$ cat config.mk
export PLATFORM = sky130hd
export DESIGN_NAME = vcarb_config_regs
export DESIGN_NICKNAME = d
export VERILOG_FILES = /design/src/vcarb_pkg.sv /design/src/vcarb_load_if.sv /design/src/vcarb_load_ctl.sv /design/src/vcarb_config_regs.sv
export VERILOG_INCLUDE_DIRS = /design/src
export SDC_FILE = /design/constraint.sdc
export NUM_CORES = 1
export LEC_CHECK = 0
export ABC_AREA = 1
export BUFFER_PORTS_ARGS = -buffer_cell sky130_fd_sc_hd__buf_2
export CORE_ASPECT_RATIO = 0.6
export CORE_UTILIZATION = 41
export CTS_CLUSTER_SIZE = 14
export DETAILED_ROUTE_END_ITERATION = 6
export HOLD_SLACK_MARGIN = 0.15
export PLACE_DENSITY_LB_ADDON = 0.2
export SETUP_SLACK_MARGIN = 0.4
export SKIP_CTS_REPAIR_TIMING = 1
export SYNTH_ARGS = -nofsm -noshare
export SYNTH_HDL_FRONTEND = slang
export SYNTH_SLANG_ARGS = --single-unit
$ cat constraint.sdc
create_clock -name core_clk -period 2.59 [get_ports core_clk]
set_input_delay 0.1295 -clock core_clk [delete_from_list [all_inputs] [get_ports core_clk]]
set_output_delay 0.1295 -clock core_clk [all_outputs]
set_load 0.02 [all_outputs]
$ cat src/vcarb_regs.svh
// Offsets, field positions, reset values for the VC arbitration config bank
`ifndef VCARB_REGS_SVH
`define VCARB_REGS_SVH

`define VCARB_ADDR_W 12
`define VCARB_OFF_PORT_VC_CONTROL 12'h20c
`define VCARB_OFF_PORT_VC_STATUS 12'h20e
`define VCARB_OFF_VC0_RES_CAP 12'h210
`define VCARB_OFF_VC0_RES_CTL 12'h214

`define VCARB_LOAD_VC_ARB_TABLE_BIT 0
`define VCARB_VC_ARB_SEL_LSB 1
`define VCARB_VC_ARB_SEL_MSB 3
`define VCARB_STATUS_LSB 16
`define VCARB_TABLE_COHERENT_BIT 16
`define VCARB_PORT_ARB_CAP_LSB 0
`define VCARB_PORT_ARB_CAP_MSB 7
`define VCARB_ADV_PKT_SW_BIT 14
`define VCARB_REJECT_SNOOP_BIT 15
`define VCARB_MAX_TS_LSB 16
`define VCARB_MAX_TS_MSB 22
`define VCARB_TABLE_OFF_LSB 24
`define VCARB_TABLE_OFF_MSB 31
`define VCARB_TC_MAP_LSB 0
`define VCARB_TC_MAP_MSB 7
`define VCARB_LOAD_PORT_ARB_BIT 16

`define VCARB_RST_VC_ARB_SEL 3'h0
`define VCARB_RST_TABLE_COHERENT 1'h0
`define VCARB_RST_PORT_ARB_CAP 8'h01
`define VCARB_RST_TABLE_OFF 8'h00
`define VCARB_RST_TC_MAP 8'hff
`define VCARB_VC_ARB_CAP 8'h00
`define VCARB_MAX_TIME_SLOTS 7'h00
`define VCARB_SCHEME_FIXED_RR 3'h0

`endif

$ cat src/vcarb_pkg.sv
// Types shared by the VC arbitration config bank
package vcarb_pkg;

    // Gray order along idle -> waiting for load done
    typedef enum logic [1:0] {
        VCARB_LOAD_IDLE = 2'b00,
        VCARB_LOAD_WAIT = 2'b01
    } vcarb_load_state_t;

    typedef logic [2:0] vcarb_scheme_t;

endpackage : vcarb_pkg

$ cat src/vcarb_load_if.sv
// Carrier between the register bank and its table load tracker
`timescale 1ns/1ps
interface vcarb_load_if;
    logic loadReq;
    logic usesTable;
    logic tableEntryWrite;
    logic loadDone;
    logic loadPulse;
    logic pending;

    modport bank (
        output loadReq, usesTable, tableEntryWrite, loadDone,
        input loadPulse, pending
    );
    modport tracker (
        input loadReq, usesTable, tableEntryWrite, loadDone,
        output loadPulse, pending
    );
endinterface : vcarb_load_if

$ cat src/vcarb_load_ctl.sv
// Port arbitration table load request and pending status tracker
`timescale 1ns/1ps
module vcarb_load_ctl (
    input wire logic core_clk, // core clock
    input wire logic rstn, // async reset, active low
    vcarb_load_if.tracker lif // bank side
);
    import vcarb_pkg::*;

    vcarb_load_state_t state_q;

    ////////////////////////////////////////////////////////////////////
    // load on write one
    always_ff @(posedge core_clk or negedge rstn) begin
        if (!rstn) begin
            state_q <= VCARB_LOAD_IDLE;
            lif.loadPulse <= 1'b0;
        end else begin
            lif.loadPulse <= 1'b0;
            case (state_q)
                VCARB_LOAD_IDLE: begin
                    if (lif.loadReq && lif.usesTable) begin
                        lif.loadPulse <= 1'b1;
                        state_q <= VCARB_LOAD_WAIT;
                    end
                end
                VCARB_LOAD_WAIT: begin
                    if (lif.loadDone) begin
                        state_q <= VCARB_LOAD_IDLE;
                    end
                end
                default: begin
                    state_q <= VCARB_LOAD_IDLE;
                end
            endcase
        end
    end

    ////////////////////////////////////////////////////////////////////
    // pending set wins clear
    always_ff @(posedge core_clk or negedge rstn) begin
        if (!rstn) begin
            lif.pending <= 1'b0;
        end else if (lif.tableEntryWrite) begin
            lif.pending <= 1'b1;
        end else if (state_q == VCARB_LOAD_WAIT && lif.loadDone) begin
            lif.pending <= 1'b0;
        end
    end

endmodule : vcarb_load_ctl

$ cat src/vcarb_config_regs.sv
// Virtual channel arbitration configuration register bank
`timescale 1ns/1ps
`include "vcarb_regs.svh"

// Function
// - The load-VC-arbitration-table bit reads zero and does nothing.
// - A three-bit VC arbitration scheme selector is read-write, reset 0.
// - A read-only table-coherent status bit resets to zero.
// - The port arbitration capability byte is loadable, reset 0x01.
// - The advanced packet switching bit always reads zero.
// - The reject snoop bit always reads zero.
// - The seven-bit maximum time slots field always reads zero.
// - The port arbitration table offset byte is loadable, reset zero.
// - The TC to VC map resets to 0xff with bit 0 fixed, bits 1-7 writable.
// - Writing one to the load bit reloads port arbitration; zero is inert.
// - A load request counts only when the selected scheme uses the table and no earlier load is still waiting for load done.
// - The load-port-arbitration-table bit always reads zero.
// - Pending sets on any table entry write and clears when a load finishes with no entry write in that same cycle.
// - The VC arbitration capability reports zero.
module vcarb_config_regs (
    input wire logic core_clk, // 250 MHz core clock
    input wire logic rstn, // async reset, active low
    input wire logic cfgWrEn, // config write strobe
    input wire logic cfgRdEn, // config read strobe
    input wire logic [`VCARB_ADDR_W-1:0] cfgAddr, // config byte address
    input wire logic [3:0] cfgByteEn, // config byte enables
    input wire logic [31:0] cfgWrData, // config write data
    input wire logic loadableWrEn, // permits writes to loadable fields
    input wire vcarb_pkg::vcarb_scheme_t portArbSchemeSelect, // from ctl
    input wire logic tableEntryWrite, // a table entry was written
    input wire logic loadDone, // arbitration logic finished loading
    output logic [31:0] cfgRdData, // config read data
    output logic cfgRdValid, // read data valid pulse
    output vcarb_pkg::vcarb_scheme_t vcArbSchemeSelect, // VC arb scheme
    output logic [7:0] vcArbCapability, // VC arb capability
    output logic [7:0] portArbCapability, // port arb capability
    output logic [7:0] portArbTableOffset, // table offset, 16 byte units
    output logic [7:0] tcToVcMap, // TC to VC map
    output logic loadPortArbTable, // reload pulse to arbitration
    output logic portArbTablePending // table pending status
);
    import vcarb_pkg::*;

    function automatic logic hitDword(
        input logic [`VCARB_ADDR_W-1:0] addr,
        input logic [`VCARB_ADDR_W-1:0] off
    );
        hitDword = (addr[`VCARB_ADDR_W-1:2] == off[`VCARB_ADDR_W-1:2]);
    endfunction : hitDword

    vcarb_load_if lif ();

    logic wrCtl;
    logic wrCap;
    logic wrResCtl;
    logic atPortVc;
    logic atCap;
    logic atResCtl;
    logic wrSelByte;
    logic wrCapByte;
    logic wrOffByte;
    logic wrMapByte;
    logic wrLoadByte;
    logic tableCoherent_q;
    logic [31:0] rdMux;

    // Dword decode shared by the write strobes and the read mux
    assign atPortVc = hitDword(cfgAddr, `VCARB_OFF_PORT_VC_CONTROL);
    assign atCap = hitDword(cfgAddr, `VCARB_OFF_VC0_RES_CAP);
    assign atResCtl = hitDword(cfgAddr, `VCARB_OFF_VC0_RES_CTL);

    assign wrCtl = cfgWrEn && atPortVc;
    assign wrCap = cfgWrEn && atCap;
    assign wrResCtl = cfgWrEn && atResCtl;

    // Per-byte strobes: a field moves only when its own byte is enabled
    assign wrSelByte = wrCtl && cfgByteEn[0];
    assign wrCapByte = wrCap && loadableWrEn && cfgByteEn[0];
    assign wrOffByte = wrCap && loadableWrEn && cfgByteEn[3];
    assign wrMapByte = wrResCtl && cfgByteEn[0];
    assign wrLoadByte = wrResCtl && cfgByteEn[2];

    ////////////////////////////////////////////////////////////////////
    // VC arbitration scheme selector
    always_ff @(posedge core_clk or negedge rstn) begin
        if (!rstn) begin
            vcArbSchemeSelect <= `VCARB_RST_VC_ARB_SEL;
        end else if (wrSelByte) begin
            vcArbSchemeSelect <=
                cfgWrData[`VCARB_VC_ARB_SEL_MSB:`VCARB_VC_ARB_SEL_LSB];
        end
    end

    always_ff @(posedge core_clk or negedge rstn) begin
        if (!rstn) begin
            vcArbCapability <= `VCARB_VC_ARB_CAP;
        end else begin
            vcArbCapability <= `VCARB_VC_ARB_CAP;
        end
    end

    ////////////////////////////////////////////////////////////////////
    // Loadable fields only move while the load path is opened, so normal
    // software cannot rewrite what the platform advertised.
    // loadable capability byte
    always_ff @(posedge core_clk or negedge rstn) begin
        if (!rstn) begin
            portArbCapability <= `VCARB_RST_PORT_ARB_CAP;
        end else if (wrCapByte) begin
            portArbCapability <=
                cfgWrData[`VCARB_PORT_ARB_CAP_MSB:`VCARB_PORT_ARB_CAP_LSB];
        end
    end

    always_ff @(posedge core_clk or negedge rstn) begin
        if (!rstn) begin
            portArbTableOffset <= `VCARB_RST_TABLE_OFF;
        end else if (wrOffByte) begin
            portArbTableOffset <=
                cfgWrData[`VCARB_TABLE_OFF_MSB:`VCARB_TABLE_OFF_LSB];
        end
    end

    ////////////////////////////////////////////////////////////////////
    // TC map, bit 0 fixed
    always_ff @(posedge core_clk or negedge rstn) begin
        if (!rstn) begin
            tcToVcMap <= `VCARB_RST_TC_MAP;
        end else if (wrMapByte) begin
            tcToVcMap <= {cfgWrData[`VCARB_TC_MAP_MSB:`VCARB_TC_MAP_LSB+1],
                          tcToVcMap[0]};
        end
    end

    ////////////////////////////////////////////////////////////////////
    // write one requests load
    // The bit is never stored: it only launches a request, so a zero
    // written here is inert and a read of it always sees zero.
    assign lif.loadReq = wrLoadByte && cfgWrData[`VCARB_LOAD_PORT_ARB_BIT];
    // fixed round robin has no table
    assign lif.usesTable = (portArbSchemeSelect != `VCARB_SCHEME_FIXED_RR);
    assign lif.tableEntryWrite = tableEntryWrite;
    assign lif.loadDone = loadDone;

    // Tracker owns the reload pulse and the pending flag, so both leave
    // this block straight from flops.
    vcarb_load_ctl u_load (
        .core_clk(core_clk),
        .rstn(rstn),
        .lif(lif)
    );

    assign loadPortArbTable = lif.loadPulse;
    assign portArbTablePending = lif.pending;

    ////////////////////////////////////////////////////////////////////
    // coherent status flop
    // With no VC table behind it the bit has nothing to track, so it
    // stays at its reset value; a later table only needs a next value.
    always_ff @(posedge core_clk or negedge rstn) begin
        if (!rstn) begin
            tableCoherent_q <= `VCARB_RST_TABLE_COHERENT;
        end else begin
            tableCoherent_q <= `VCARB_RST_TABLE_COHERENT;
        end
    end

    ////////////////////////////////////////////////////////////////////
    // Read path; unmapped dwords and reserved bits read zero
    // A read that meets a write in one cycle returns the old contents,
    // since the mux looks at the flops before that edge.
    always_comb begin
        rdMux = 32'h0;
        if (atPortVc) begin
            rdMux[`VCARB_VC_ARB_SEL_MSB:`VCARB_VC_ARB_SEL_LSB] =
                vcArbSchemeSelect;
            rdMux[`VCARB_LOAD_VC_ARB_TABLE_BIT] = 1'b0;
            rdMux[`VCARB_TABLE_COHERENT_BIT] = tableCoherent_q;
        end else if (atCap) begin
            rdMux[`VCARB_PORT_ARB_CAP_MSB:`VCARB_PORT_ARB_CAP_LSB] =
                portArbCapability;
            rdMux[`VCARB_ADV_PKT_SW_BIT] = 1'b0;
            rdMux[`VCARB_REJECT_SNOOP_BIT] = 1'b0;
            rdMux[`VCARB_MAX_TS_MSB:`VCARB_MAX_TS_LSB] =
                `VCARB_MAX_TIME_SLOTS;
            rdMux[`VCARB_TABLE_OFF_MSB:`VCARB_TABLE_OFF_LSB] =
                portArbTableOffset;
        end else if (atResCtl) begin
            rdMux[`VCARB_TC_MAP_MSB:`VCARB_TC_MAP_LSB] = tcToVcMap;
            rdMux[`VCARB_LOAD_PORT_ARB_BIT] = 1'b0;
        end
    end

    // reserved bits zero
    // Data holds until the next read so a slow master may take it late
    always_ff @(posedge core_clk or negedge rstn) begin
        if (!rstn) begin
            cfgRdData <= 32'h0;
        end else if (cfgRdEn) begin
            cfgRdData <= rdMux;
        end
    end

    // Valid trails the read strobe by exactly one cycle
    always_ff @(posedge core_clk or negedge rstn) begin
        if (!rstn) begin
            cfgRdValid <= 1'b0;
        end else begin
            cfgRdValid <= cfgRdEn;
        end
    end

endmodule : vcarb_config_regs

==> run summary <==
SYNTHESIS
--------------------------------------------------------------------------------------------
Main combinational cell family by area after synthesis                          simple AND/OR/NAND/NOR gates
Synthesized flop and latch total                                                          46
Mean post-synth cell area                                                           8.61 um2
Post-synth EDFFs                                                                           0
Cell Area, Synth                                                                 0.00243 mm2
Share of synthesized area spent on multiplexers                                           0%
Unique masters post-synth                                                                 29
Post-synthesis async set-or-reset flop share                                            100%
Number of synthesis warnings                                                               0
Complex-gate fraction of the synthesized area                                          2.63%
Parity-gate share of the synthesized area counting xor and xnor cells                     0%
Proportion of synthesized chip area in sequential cells                                47.8%
Post-synthesis instance total                                                            282
Basic-gate share of the synthesized area counting and, or, nand and nor cells          35.8%
Area share of fa/ha/maj cells after synthesis                                             0%
Most used flip-flop cell after synthesis                                        sky130_fd_sc_hd__dfrtp_1

ROUTING
--------------------------------------------------------------------------------------------
Total via count after detailed routing                                                  2138
Count of routing violations after the opening detailed-route iteration                   127
Total iterations of the first detailed-routing run                                         4
Average wire per standard cell                                                       12.4 um
Detail-routed via count per cell                                                        4.61
Final routed DRC violation total                                                           0
Sum of routed wire length over all layers                                            5750 um
Number of routed nets with antenna violations                                              0

GRT
--------------------------------------------------------------------------------------------
Met2 Track Usage GR                                                                    25.3%
Total global-route track usage                                                         19.0%
Via count of the first global-routing pass                                              1727
Antenna violations before repair                                                           0
GRT overflow                                                                               0
Layer carrying the most global-route usage                                              met1
Global-route wire length before repair                                               8790 um
Pin count of the biggest net entering global routing                                      47
Met1 track utilization from global routing                                             30.7%
Met3 Track Usage GR                                                                    4.77%

FLOORPLAN
--------------------------------------------------------------------------------------------
Chip height                                                                          61.6 um
Number of top-level pins                                                                 128
Starting density of the core                                                           43.0%
Core Footprint                                                                   0.00565 mm2
Die area                                                                         0.00625 mm2
Width of the chip                                                                     101 um
Row cnt                                                                                   21

STA
--------------------------------------------------------------------------------------------
Post-route worst setup slack                                                        0.989 ns
Fin crit share                                                                         61.8%
Setup repair after global routing missed its margin                                       no
Fmax                                                                                 625 MHz
Number of failing hold endpoints at the final stage                                        0
Time the final worst path needs with I/O delays and setup                            1.60 ns
Max Transition Viols Final                                                                 0
Hold Slack                                                                          0.136 ns
Clk_skew                                                                          0.00600 ns
Final-report setup violation count                                                         0
Normalized max-slew margin                                                             32.6%
Slew at the pin with the worst max-slew slack                                        1.01 ns
Setup TNS after final layout                                                            0 ns

CTS
--------------------------------------------------------------------------------------------
Number of clock sinks                                                                     46
Longest Clk Path Bufs                                                                      2
Cell at the root of the clock tree                                              sky130_fd_sc_hd__clkbuf_8
Clock edge transition at the registers on the reported setup and hold paths          0.08 ns
Number of CTS-inserted buffers                                                             5
TritonCTS clock tree                                                                    done
Maximum level of the CTS H-tree                                                            2
Clock latency of the later-clocked register in the worst-skew pair                   0.28 ns

CRITICAL PATH
--------------------------------------------------------------------------------------------
Crit path to                                                                    cfgRdData[2]
Launch point of the worst path                                                       cfgRdEn
Worst reg2reg endpoint                                                          cfgRdData[0]
R2r setup slk                                                                        1.64 ns
Worst Setup Start Kind                                                          primary input
FF-to-FF Start                                                                  portArbCapability[0]
Critical path data arrival time                                                      1.83 ns
Reg2Reg Depth                                                                              2
Highest fanout seen on the critical path                                                  19
WP data required                                                                     2.82 ns
Crit path kind                                                                     in -> reg
Kind of end point of the critical path                                              register

POWER
--------------------------------------------------------------------------------------------
Switching component of the power                                                    0.344 mW
Pwr Density                                                                       434 mW/mm2
Worst VDD drop                                                                      0.232 mV
Clock Power Share                                                                      33.6%
Cell Int Power                                                                      0.993 mW
Pwr Total                                                                            1.34 mW
Combinational share of power                                                           12.3%
Static leakage                                                                       1.79 nW
Switching part of the total                                                            25.7%
Sequential power share                                                                 54.2%

PLACEMENT
--------------------------------------------------------------------------------------------
Placed wire-length estimate                                                          4330 um
IO Port Bufs                                                                              84
Placed inst area                                                                 0.00278 mm2
RD Place Congestion                                                                    0.808
Setup WS pre-CTS                                                                     1.12 ns

FINISH
--------------------------------------------------------------------------------------------
Number of fill cells in the layout                                                       551
Total inserted antenna cells                                                               0
Fraction of final layout cells with drive strength greater than 1                      32.8%
Final design instance area without fill                                          0.00308 mm2
Commonest cells after routing, fill and taps aside                              sky130_fd_sc_hd__nand2_1, sky130_fd_sc_hd__buf_2, sky130_fd_sc_hd__dfrtp_1
Post-layout net count                                                                    441
Area grow syn2layout                                                                   26.9%
Area of the multi-input gates                                                    0.00103 mm2
Commonest non-fill, non-tap cell in the layout                                  sky130_fd_sc_hd__nand2_1
Reg area                                                                         0.00116 mm2

FLOW RUN
--------------------------------------------------------------------------------------------
Max-cap violations                                                                         0

OUTCOME
--------------------------------------------------------------------------------------------
Outcome                                                                         finished clean

MIN PATH
--------------------------------------------------------------------------------------------
Path category of the worst min-delay check                                         in -> reg
Number of cells on the worst hold path                                                     3

-- per-stage QoR --
stage	utilization, %	cells
floorplan	-	305
global placement	49.3	435
detailed placement	49.3	435
CTS	50.9	443
global route	54.6	464
finish	54.6	464
-- layout make-up --
class                           count  share of cell area (%)
Clock buffer                        8                    2.92
Inverter                           20                    2.44
Multi-Input combinational cell    205                    33.3
Sequential cell                    46                    37.7
Tap cell                           80                    3.25
Timing Repair Buffer              105                    20.5
-- cell families after synthesis --
family,count (synthesis)
other,2
AO/OA/AOI/OAI,11
AND/OR/NAND/NOR,169
buffers and inverters,54
flip-flops,46
-- routing by layer --
layer	wire length (um)	vias up
met2	2360	80
met1	2980	981
met5	0	-
li1	-	1075
met4	12	0
met3	399	2
-- worst min-delay path by stage --
stage                                 from  slack [ns]                    to
detailed placement         tableEntryWrite        0.31    u_load.lif.pending
global route        portArbSchemeSelect[2]        0.17  u_load.lif.loadPulse
finish              portArbSchemeSelect[2]        0.14  u_load.lif.loadPulse
global placement           tableEntryWrite        0.31    u_load.lif.pending
CTS                        tableEntryWrite       0.006    u_load.lif.pending
floorplan                             rstn       -0.17          cfgRdData[0]
-- sequential cells by signal (all words and copies together) (netlist names) --
name,flops
cfgRdData,16
portArbCapability,8
portArbTableOffset,8
tcToVcMap,7
vcArbSchemeSelect,3
cfgRdValid,1
u_load.lif.loadPulse,1
u_load.lif.pending,1
u_load.state_q,1
-- critical path: stages --
cell and delay (ns):
sky130_fd_sc_hd__dlygate4sd3_1 0.53, sky130_fd_sc_hd__buf_2 0.27, sky130_fd_sc_hd__clkinv_1 0.49, sky130_fd_sc_hd__a21oi_1 0.28, sky130_fd_sc_hd__nand2_1 0.07, sky130_fd_sc_hd__nand2_1 0.05
-- power groups by stage --
stage	Sequential [mW]	Clock, mW	Combinational, mW
final	0.724	0.449	0.164
after global routing	0.725	0.487	0.185
after CTS	0.724	0.462	0.141
after detailed placement	0.738	0	0.141
after global placement	0.738	0	0.140
after floorplan	0.742	0	0.106
-- cells in the mapped netlist, types with 2 or more instances --
cell                       n  area share (%)
sky130_fd_sc_hd__buf_4    27             8.3
sky130_fd_sc_hd__nand2_1  97              15
sky130_fd_sc_hd__nand3_1  18             3.7
sky130_fd_sc_hd__nand4_4   2             1.8
sky130_fd_sc_hd__nor2_2    2            0.52
sky130_fd_sc_hd__nand4_1  26             6.7
sky130_fd_sc_hd__inv_2     8             1.2
sky130_fd_sc_hd__dfstp_2   8             8.7
sky130_fd_sc_hd__a21oi_1   6             1.2
sky130_fd_sc_hd__nor2_1    6            0.93
sky130_fd_sc_hd__nor2_8    2             1.6
sky130_fd_sc_hd__nand2_2   7             1.8
sky130_fd_sc_hd__o31ai_1   2            0.62
sky130_fd_sc_hd__buf_2     4            0.82
sky130_fd_sc_hd__nor2_4    5             2.3
sky130_fd_sc_hd__dfrtp_1  38              39
sky130_fd_sc_hd__inv_1    11             1.7
sky130_fd_sc_hd__conb_1    2            0.31
Note: power is estimated with default switching activity, not from simulation.
